$ cat src/include/tpf_cfg.svh
/*
 * Offsets, field positions, reset values and timing counts for the timer
 * prescaler and event flag block.
 * Assumes inclusion by bare name from the design modules and the bench.
 */
`ifndef TPF_CFG_SVH
`define TPF_CFG_SVH

// ----------------------------------------------------------------------
// Register byte addresses on the APB.
// ----------------------------------------------------------------------
`define TPF_OFS_FLAGS     12'h000
`define TPF_OFS_MASK      12'h004
`define TPF_OFS_GTC       12'h008
`define TPF_OFS_CTRL      12'h00c
`define TPF_OFS_CMP       12'h010

// ----------------------------------------------------------------------
// Field positions.
// ----------------------------------------------------------------------
`define TPF_BIT_CMPB      3
`define TPF_BIT_CMPA      2
`define TPF_BIT_OVF       1
`define TPF_BIT_SYNC      7
`define TPF_BIT_PSR       0

// ----------------------------------------------------------------------
// Reset values and constants.
// ----------------------------------------------------------------------
`define TPF_RST_FLAGS     8'h00
`define TPF_RST_GTC       8'h00
`define TPF_MAX           8'hff
`define TPF_BOTTOM        8'h00

// ----------------------------------------------------------------------
// Prescaler tap masks (divide by 8, 64, 256 and 1024).
// ----------------------------------------------------------------------
`define TPF_TAP8          10'h007
`define TPF_TAP64         10'h03f
`define TPF_TAP256        10'h0ff
`define TPF_TAP1024       10'h3ff

`endif

$ cat src/include/tpf_pkg.sv
/*
 * Types shared by the timer prescaler and event flag block.
 * Assumes tpf_cfg.svh is on the include path.
 */
package tpf_pkg;

	// ------------------------------------------------------------------
	// Clock select codes.
	// ------------------------------------------------------------------
	typedef enum logic [2:0] {
		TPF_CS_STOP   = 3'h0,
		TPF_CS_SYS    = 3'h1,
		TPF_CS_DIV8   = 3'h2,
		TPF_CS_DIV64  = 3'h3,
		TPF_CS_DIV256 = 3'h4,
		TPF_CS_DIV1K  = 3'h5,
		TPF_CS_EXTF   = 3'h6,
		TPF_CS_EXTR   = 3'h7
	} tpf_cs_t;

	// Strobes from and level requests to the processor core.
	typedef struct packed {
		logic ack_ovf;
		logic ack_cmpa;
		logic ack_cmpb;
	} tpf_ack_t;

	typedef struct packed {
		logic req_ovf;
		logic req_cmpa;
		logic req_cmpb;
	} tpf_irq_t;

	// Strobes from the counter core.
	typedef struct packed {
		logic [7:0] count;
		logic       cnt_step;
		logic       top_hit;
		logic       down;
		logic       wr_block;
	} tpf_core_t;

	typedef struct packed {
		logic       stop;
		logic       q1;
		logic       q2;
		logic       q3;
		logic       pin_lvl;
	} tpf_sync_st_t;

	typedef struct packed {
		logic [2:0] flags;
		logic [2:0] enables;
		logic       sync_mode;
		logic       psr;
		logic [2:0] clk_sel;
		logic [2:0] wave_mode;
		logic [7:0] cmp_a;
		logic [7:0] cmp_b;
		logic [9:0] presc;
		logic       pready;
		logic [31:0] prdata;
		logic       pslverr;
	} tpf_st_t;

endpackage

$ cat src/hdl/tpf_pin_sync.sv
/*
 * Synchroniser and edge detector for the external count pin.
 * Assumes the pin is asynchronous to clk and each level lasts more
 * than one clk cycle.
 */
`include "tpf_cfg.svh"

module tpf_pin_sync
	import tpf_pkg::*;
(
	input  wire logic clk,
	input  wire logic rst_b,
	input  wire logic pin,
	input  wire logic rising_sel,
	output logic      edge_pulse
);

	tpf_sync_st_t st;
	tpf_sync_st_t next_st;

	// ------------------------------------------------------------------
	// Three stages; a change counts once stages two and three agree.
	// ------------------------------------------------------------------
	always_comb begin
		next_st         = st;
		next_st.stop    = 1'b0;
		next_st.q1      = pin;
		next_st.q2      = st.q1;
		next_st.q3      = st.q2;
		if (st.q2 == st.q3) begin
			next_st.pin_lvl = st.q3;
		end
	end

	always_ff @(posedge clk or negedge rst_b) begin
		if (!rst_b) begin
			st <= '0;
		end else begin
			st <= next_st;
		end
	end

	// One pulse per selected edge of the filtered level.
	assign edge_pulse = rising_sel ? (st.q3 & ~st.pin_lvl & (st.q2 == st.q3))
	                               : (~st.q3 & st.pin_lvl & (st.q2 == st.q3));

endmodule // tpf_pin_sync

$ cat src/hdl/tpf_top.sv
/*
 * Timer clock source and event flag block: free running prescaler, external
 * pin count, prescaler reset control, overflow and compare flags, requests.
 * Assumes an APB master, a counter core that returns its count and step
 * strobes, and a core that acknowledges vectors with one-cycle strobes.
 */
`include "tpf_cfg.svh"

module tpf_top
	import tpf_pkg::*;
(
	input  wire logic        clk,
	input  wire logic        rst_b,
	input  wire logic        psel,
	input  wire logic        penable,
	input  wire logic        pwrite,
	input  wire logic [11:0] paddr,
	input  wire logic [31:0] pwdata,
	output logic             pready,
	output logic [31:0]      prdata,
	output logic             pslverr,
	input  wire logic        external_count_pin,
	input  wire logic        global_irq_enable,
	input  wire tpf_ack_t    vec_ack,
	input  wire tpf_core_t   core,
	output tpf_irq_t         irq,
	output logic             count_enable,
	output logic [2:0]       waveform_mode_field,
	output logic [7:0]       compare_a_value,
	output logic [7:0]       compare_b_value
);

	tpf_st_t st;
	tpf_st_t next_st;
	logic    pin_pulse;
	logic    ext_sel;
	logic    tap;
	logic    wr;
	logic    rd;
	logic    match_a;
	logic    match_b;
	logic    ovf_evt;

	// ------------------------------------------------------------------
	// External pin path, never routed through the prescaler.
	// ------------------------------------------------------------------
	tpf_pin_sync u_sync (
		.clk        (clk),
		.rst_b      (rst_b),
		.pin        (external_count_pin),
		.rising_sel (st.clk_sel[0]),
		.edge_pulse (pin_pulse)
	);

	assign ext_sel = (st.clk_sel == TPF_CS_EXTF) ||
	                 (st.clk_sel == TPF_CS_EXTR);

	// ------------------------------------------------------------------
	// Clock select decode.
	// ------------------------------------------------------------------
	always_comb begin
		unique case (tpf_cs_t'(st.clk_sel))
		TPF_CS_STOP:   tap = 1'b0;
		TPF_CS_SYS:    tap = 1'b1;
		TPF_CS_DIV8:   tap = ((st.presc & `TPF_TAP8) == `TPF_TAP8) &
		                     ~st.psr;
		TPF_CS_DIV64:  tap = ((st.presc & `TPF_TAP64) == `TPF_TAP64) &
		                     ~st.psr;
		TPF_CS_DIV256: tap = ((st.presc & `TPF_TAP256) == `TPF_TAP256) &
		                     ~st.psr;
		TPF_CS_DIV1K:  tap = (st.presc == `TPF_TAP1024) & ~st.psr;
		TPF_CS_EXTF,
		TPF_CS_EXTR:   tap = pin_pulse & ext_sel;
		endcase
	end

	// The tap fires as the low bits wrap, so registering it with the
	// counter keeps the first count within 1 to N cycles.
	assign count_enable = tap;

	// ------------------------------------------------------------------
	// Event detection from the counter core.
	// ------------------------------------------------------------------
	assign match_a = core.cnt_step && !core.wr_block &&
	                 (core.count == st.cmp_a);
	assign match_b = core.cnt_step && !core.wr_block &&
	                 (core.count == st.cmp_b);

	always_comb begin
		ovf_evt = 1'b0;
		if (core.cnt_step) begin
			unique case (st.wave_mode)
			3'h0, 3'h2, 3'h3: ovf_evt = (core.count == `TPF_MAX);
			3'h1, 3'h5:       ovf_evt = (core.count == `TPF_BOTTOM) &&
			                            core.down;
			3'h7:             ovf_evt = core.top_hit;
			default:          ovf_evt = 1'b0;
			endcase
		end
	end

	// ------------------------------------------------------------------
	// APB slave, zero wait states.
	// ------------------------------------------------------------------
	assign wr = psel && penable && pwrite;
	assign rd = psel && !penable && !pwrite;

	always_comb begin
		next_st         = st;
		next_st.presc   = st.presc + 10'h001;
		next_st.pready  = psel && !penable;
		next_st.pslverr = 1'b0;

		// Prescaler reset self clears unless synchronisation mode holds it.
		if (st.psr) begin
			next_st.presc = '0;
			if (!st.sync_mode) begin
				next_st.psr = 1'b0;
			end
		end

		// Acknowledge and write-one clear first, so new events win.
		if (vec_ack.ack_ovf) begin
			next_st.flags[0] = 1'b0;
		end
		if (vec_ack.ack_cmpa) begin
			next_st.flags[1] = 1'b0;
		end
		if (vec_ack.ack_cmpb) begin
			next_st.flags[2] = 1'b0;
		end

		if (wr) begin
			unique case (paddr)
			`TPF_OFS_FLAGS: begin
				next_st.flags = next_st.flags &
				                ~pwdata[`TPF_BIT_CMPB:`TPF_BIT_OVF];
			end
			`TPF_OFS_MASK: begin
				next_st.enables = pwdata[`TPF_BIT_CMPB:`TPF_BIT_OVF];
			end
			`TPF_OFS_GTC: begin
				next_st.sync_mode = pwdata[`TPF_BIT_SYNC];
				next_st.psr       = pwdata[`TPF_BIT_PSR] |
				                    (st.psr & pwdata[`TPF_BIT_SYNC]);
				if (!pwdata[`TPF_BIT_SYNC]) begin
					next_st.psr = pwdata[`TPF_BIT_PSR];
				end
			end
			`TPF_OFS_CTRL: begin
				next_st.clk_sel   = pwdata[2:0];
				next_st.wave_mode = pwdata[6:4];
			end
			`TPF_OFS_CMP: begin
				next_st.cmp_a = pwdata[7:0];
				next_st.cmp_b = pwdata[15:8];
			end
			default: next_st.pslverr = 1'b0;
			endcase
		end

		if (ovf_evt) begin
			next_st.flags[0] = 1'b1;
		end
		if (match_a) begin
			next_st.flags[1] = 1'b1;
		end
		if (match_b) begin
			next_st.flags[2] = 1'b1;
		end

		next_st.prdata = '0;
		if (rd) begin
			unique case (paddr)
			`TPF_OFS_FLAGS: next_st.prdata = {28'h0, st.flags, 1'b0};
			`TPF_OFS_MASK:  next_st.prdata = {28'h0, st.enables, 1'b0};
			`TPF_OFS_GTC:   next_st.prdata = {24'h0, st.sync_mode, 6'h00,
			                                  st.psr};
			`TPF_OFS_CTRL:  next_st.prdata = {25'h0, st.wave_mode, 1'b0,
			                                  st.clk_sel};
			`TPF_OFS_CMP:   next_st.prdata = {16'h0, st.cmp_b, st.cmp_a};
			default:        next_st.prdata = '0;
			endcase
		end
	end

	always_ff @(posedge clk or negedge rst_b) begin
		if (!rst_b) begin
			st       <= '0;
			st.flags <= 3'(`TPF_RST_FLAGS >> `TPF_BIT_OVF);
		end else begin
			st <= next_st;
		end
	end

	assign pready  = st.pready | (psel & penable);
	assign prdata  = st.prdata;
	assign pslverr = st.pslverr;

	// Requests are qualified levels; the core acknowledges per source.
	assign irq.req_ovf  = st.flags[0] & st.enables[0] & global_irq_enable;
	assign irq.req_cmpa = st.flags[1] & st.enables[1] & global_irq_enable;
	assign irq.req_cmpb = st.flags[2] & st.enables[2] & global_irq_enable;

	assign waveform_mode_field = st.wave_mode;
	assign compare_a_value     = st.cmp_a;
	assign compare_b_value     = st.cmp_b;
endmodule // tpf_top

$ cat config.mk
export PLATFORM = sky130hd
export DESIGN_NAME = tpf_top
export DESIGN_NICKNAME = d
export VERILOG_FILES = /design/src/include/tpf_pkg.sv /design/src/hdl/tpf_pin_sync.sv /design/src/hdl/tpf_top.sv
export VERILOG_INCLUDE_DIRS = /design/src /design/src/include
export SDC_FILE = /design/constraint.sdc
export NUM_CORES = 1
export LEC_CHECK = 0
export BUFFER_PORTS_ARGS = -buffer_cell sky130_fd_sc_hd__buf_2
export CORE_MARGIN = 4
export CORE_UTILIZATION = 29
export CTS_CLUSTER_SIZE = 24
export DETAILED_ROUTE_END_ITERATION = 10
export GPL_TIMING_DRIVEN = 0
export SETUP_SLACK_MARGIN = 0.15
export SLEW_MARGIN = 20
export SYNTH_ARGS = -nofsm -noshare
export SYNTH_HDL_FRONTEND = slang
export SYNTH_SLANG_ARGS = --single-unit
$ cat constraint.sdc
create_clock -name clk -period 3.35 [get_ports clk]
set_input_delay 0.67 -clock clk [delete_from_list [all_inputs] [get_ports clk]]
set_output_delay 0.67 -clock clk [all_outputs]
set_load 0.1 [all_outputs]
==> impl_metrics.env <==
export IMPL_max_slew_margin_rel_pct=48.8
export IMPL_path_max_fanout=7
export IMPL_dieArea_um2=13800
export IMPL_hold_path_class="reg -> reg"
export IMPL_track_usage_pct=12.3
export IMPL_io_pins=123
export IMPL_worst_pin_slew_ps=768
export IMPL_drt_iter0_markers=72
export IMPL_die_w_um=117
export IMPL_die_y_um=117
export IMPL_numPortBuffers=88
export IMPL_cp_end_kind="output port"
export IMPL_clk_pin_slew_worst_paths_ps=50
export IMPL_post_cts_buffers=0
export IMPL_setup_tns_ps=0
export IMPL_max_freq_mhz=335
export IMPL_arrival_ps=2320
export IMPL_final_nets=501
export IMPL_grt_max_degree=62
export IMPL_cts_htree_levels=3
export IMPL_grt_pass1_wl_mm=13.8
export IMPL_floorplan_rows=39
export IMPL_setup_viol_count_final=0
export IMPL_drv_slew=0
export IMPL_cts_resized=0
export IMPL_grt_ovfl_total=0
export IMPL_gp_congestion=0.837
export IMPL_status="finished clean"
export IMPL_syn_area_um2=3470
export IMPL_rsz0062_at_grt="no"
export IMPL_ys_ff_latch=61
export IMPL_first_global_vias=2701
export IMPL_async_flop_share_pct=100
export IMPL_syn_inst=315
export IMPL_grt_antenna_before_repair=0
export IMPL_drive_above_1_share_pct=45.4
export IMPL_worstSkewPairLatency_ps=320
export IMPL_wirelength_mm=8.30
export IMPL_design_core_area_um2=11600
export IMPL_dpl_hpwl_mm=6.55
export IMPL_yosysWarnings=0
export IMPL_remaining_drc_errors=0
export IMPL_clock_sinks=61
export IMPL_cellPowerDensity_nw_per_um2=441
export IMPL_vias_per_cell=4.42
export IMPL_period_minus_slack_ps=2990
export IMPL_yosysSeqAreaShare_pct=44.0
export IMPL_holdBufCountCts=0
export IMPL_synth_edf_count=0
export IMPL_maxCapViolations=0
export IMPL_syn_to_final_growth_pct=28.5
export IMPL_path_class="reg -> out"
export IMPL_via_count=2552
export IMPL_clock_skew_ps=4.27
export IMPL_post_dp_cell_area_um2=4160
export IMPL_root_buffer="clkbuf_16"
export IMPL_wire_per_inst_um=14.4
export IMPL_start_util_pct=30.0
export IMPL_vdd_drop_max_mv=0.214
export IMPL_synthFlopType="dfrtp_1"
export IMPL_insertedDiodeCount=0
export IMPL_cts_tree="built"
export IMPL_cts_buffers_inserted=9
export IMPL_syn_avg_cell_area_um2=11.0
export IMPL_synth_cell_types=56
export IMPL_clockBufferDepth=2
export IMPL_drtPass1Iterations=5
export IMPL_required_ps=2680
export IMPL_leakagePower_uw=0.00233
export IMPL_ant_nets=0
export IMPL_fin_crit_sh_pct=89.1
export IMPL_timing_final_hold_violations=0
export IMPL_cp_start_kind="flop"
export IMPL_final_area_um2=4460
## cell families after synthesis
kind of cell / share of synthesized area (%)
mux: 9.85
compound gates: 5.95
buf+inv: 13.9
fa+ha+maj: 2.09
xor+xnor: 5.56
other cells: 0.108
flops: 44.0
simple gates: 18.5
## through the flow
step / hold slack, ps / utilization (%) / std cells / worst slack (ps) / total power [µW]
after CTS: 348 / 38.5 / 577 / 300 / 1990
final: 348 / 38.5 / 577 / 364 / 1970
after global routing: 364 / 38.5 / 577 / 238 / 2040
after global placement: 345 / 35.9 / 562 / 658 / 1050
after detailed placement: 336 / 35.9 / 562 / 647 / 1060
after floorplan: 331 / - / 331 / 239 / 978
## cells in the mapped netlist (all sizes together), types with 2 or more instances
| library cell | n | area [µm²] |
|---|---|---|
| nand4 | 8 | 56.3 |
| clkbuf | 3 | 11.3 |
| nor3 | 6 | 30.0 |
| a21oi | 7 | 35.0 |
| nand2b | 3 | 18.8 |
| inv | 6 | 22.5 |
| or2 | 3 | 18.8 |
| xnor2 | 8 | 70.1 |
| nand3 | 8 | 40.0 |
| a21boi | 2 | 15.0 |
| a311o | 2 | 20.0 |
| buf | 57 | 449 |
| a22oi | 4 | 30.0 |
| and3 | 4 | 25.0 |
| or4b | 2 | 20.0 |
| nor2b | 6 | 45.0 |
| nand3b | 3 | 22.5 |
| mux2i | 3 | 30.0 |
| mux2 | 24 | 312 |
| dfrtp | 61 | 1530 |
| o21ai | 4 | 20.0 |
| o31ai | 2 | 15.0 |
| or3 | 2 | 12.5 |
| a21o | 2 | 15.0 |
| nor3b | 2 | 15.0 |
| ha | 5 | 62.6 |
| and4 | 3 | 28.8 |
| nor4 | 6 | 52.6 |
| nand2 | 9 | 33.8 |
| nor2 | 20 | 82.6 |
| and2 | 12 | 80.1 |
| xor2 | 14 | 123 |
| nand4b | 2 | 17.5 |
## power breakdown
part | internal [µW] | switching, µW | total, µW
Clock | 608 | 313 | 922
Sequential | 766 | 30.6 | 797
Combinational | 72.8 | 176 | 248
Total | 1450 | 519 | 1970
## path summary, 6_finish.rpt
path / startpoint / end / slack (ps) / cells after the start
setup / recovery: st[63]$_DFFE_PN0P_ / count_enable / 360 / 5
hold reg to reg: u_sync.next_st[2]$_DFF_PN0_ / u_sync.next_st[1]$_DFF_PN0_ / 350 / 0
min in group asynchronous: rst_b / st[38]$_DFF_PN0_ / 420 / 1
hold / removal: u_sync.next_st[2]$_DFF_PN0_ / u_sync.next_st[1]$_DFF_PN0_ / 350 / 0
setup reg to reg: waveform_mode_field[0]$_DFFE_PN0P_ / st[71]$_DFF_PN0_ / 1790 / 4
max in group asynchronous: rst_b / st[69]$_DFFE_PN0P_ / 2420 / 1
## registers in the layout (all words and copies together) (netlist names)
name / flops
u_sync.next_st: 2
st: 22
waveform_mode_field: 3
prdata: 16
u_sync.st: 2
compare_a_value: 8
compare_b_value: 8
## cell type report
class	instances	area (µm²)
Fill cell	1148	7110
Tap cell	143	179
Multi-Input combinational cell	204	1530
Buffer	60	460
Clock buffer	11	253
Inverter	6	22.5
Sequential cell	61	1530
Clock inverter	4	47.5
Timing Repair Buffer	88	443
## layout by cell type, fill, tap and decap left out, types with 3 or more instances in the layout
cell type | netlist | final
a21oi_1 | 7 | 7
a22oi_1 | 4 | 4
and2_1 | 10 | 10
and3_1 | 4 | 4
buf_2 | 1 | 88
buf_4 | 52 | 53
buf_6 | 3 | 3
clkbuf_1 | 3 | 3
clkbuf_16 | 0 | 9
conb_1 | 1 | 17
dfrtp_1 | 61 | 61
ha_1 | 5 | 5
inv_1 | 6 | 6
mux2_2 | 13 | 13
mux2_4 | 11 | 11
mux2i_1 | 3 | 3
nand2_1 | 9 | 9
nand2b_1 | 3 | 3
nand3_1 | 8 | 8
nand3b_1 | 3 | 3
nand4_1 | 7 | 7
nor2_1 | 19 | 19
nor2b_1 | 5 | 5
nor3_1 | 6 | 6
nor4_1 | 5 | 5
o21ai_0 | 4 | 4
or2_2 | 3 | 3
xnor2_1 | 8 | 8
xor2_1 | 14 | 14
## worst max-delay path, cell delays in order (launching register included)
cell,delay (ps)
dfrtp_1,440
or4b_1,480
a21boi_1,220
a311oi_1,80
o32ai_2,290
buf_2,470
## layer usage
layer	wire, µm	global-route usage, %	up-vias
li1	-	-	1261
met1	3830	16.1	1209
met2	3960	20.1	69
met3	323	2.12	13
met4	182	5.21	0
met5	0	0	-
Power figures use the tool's default switching activity.
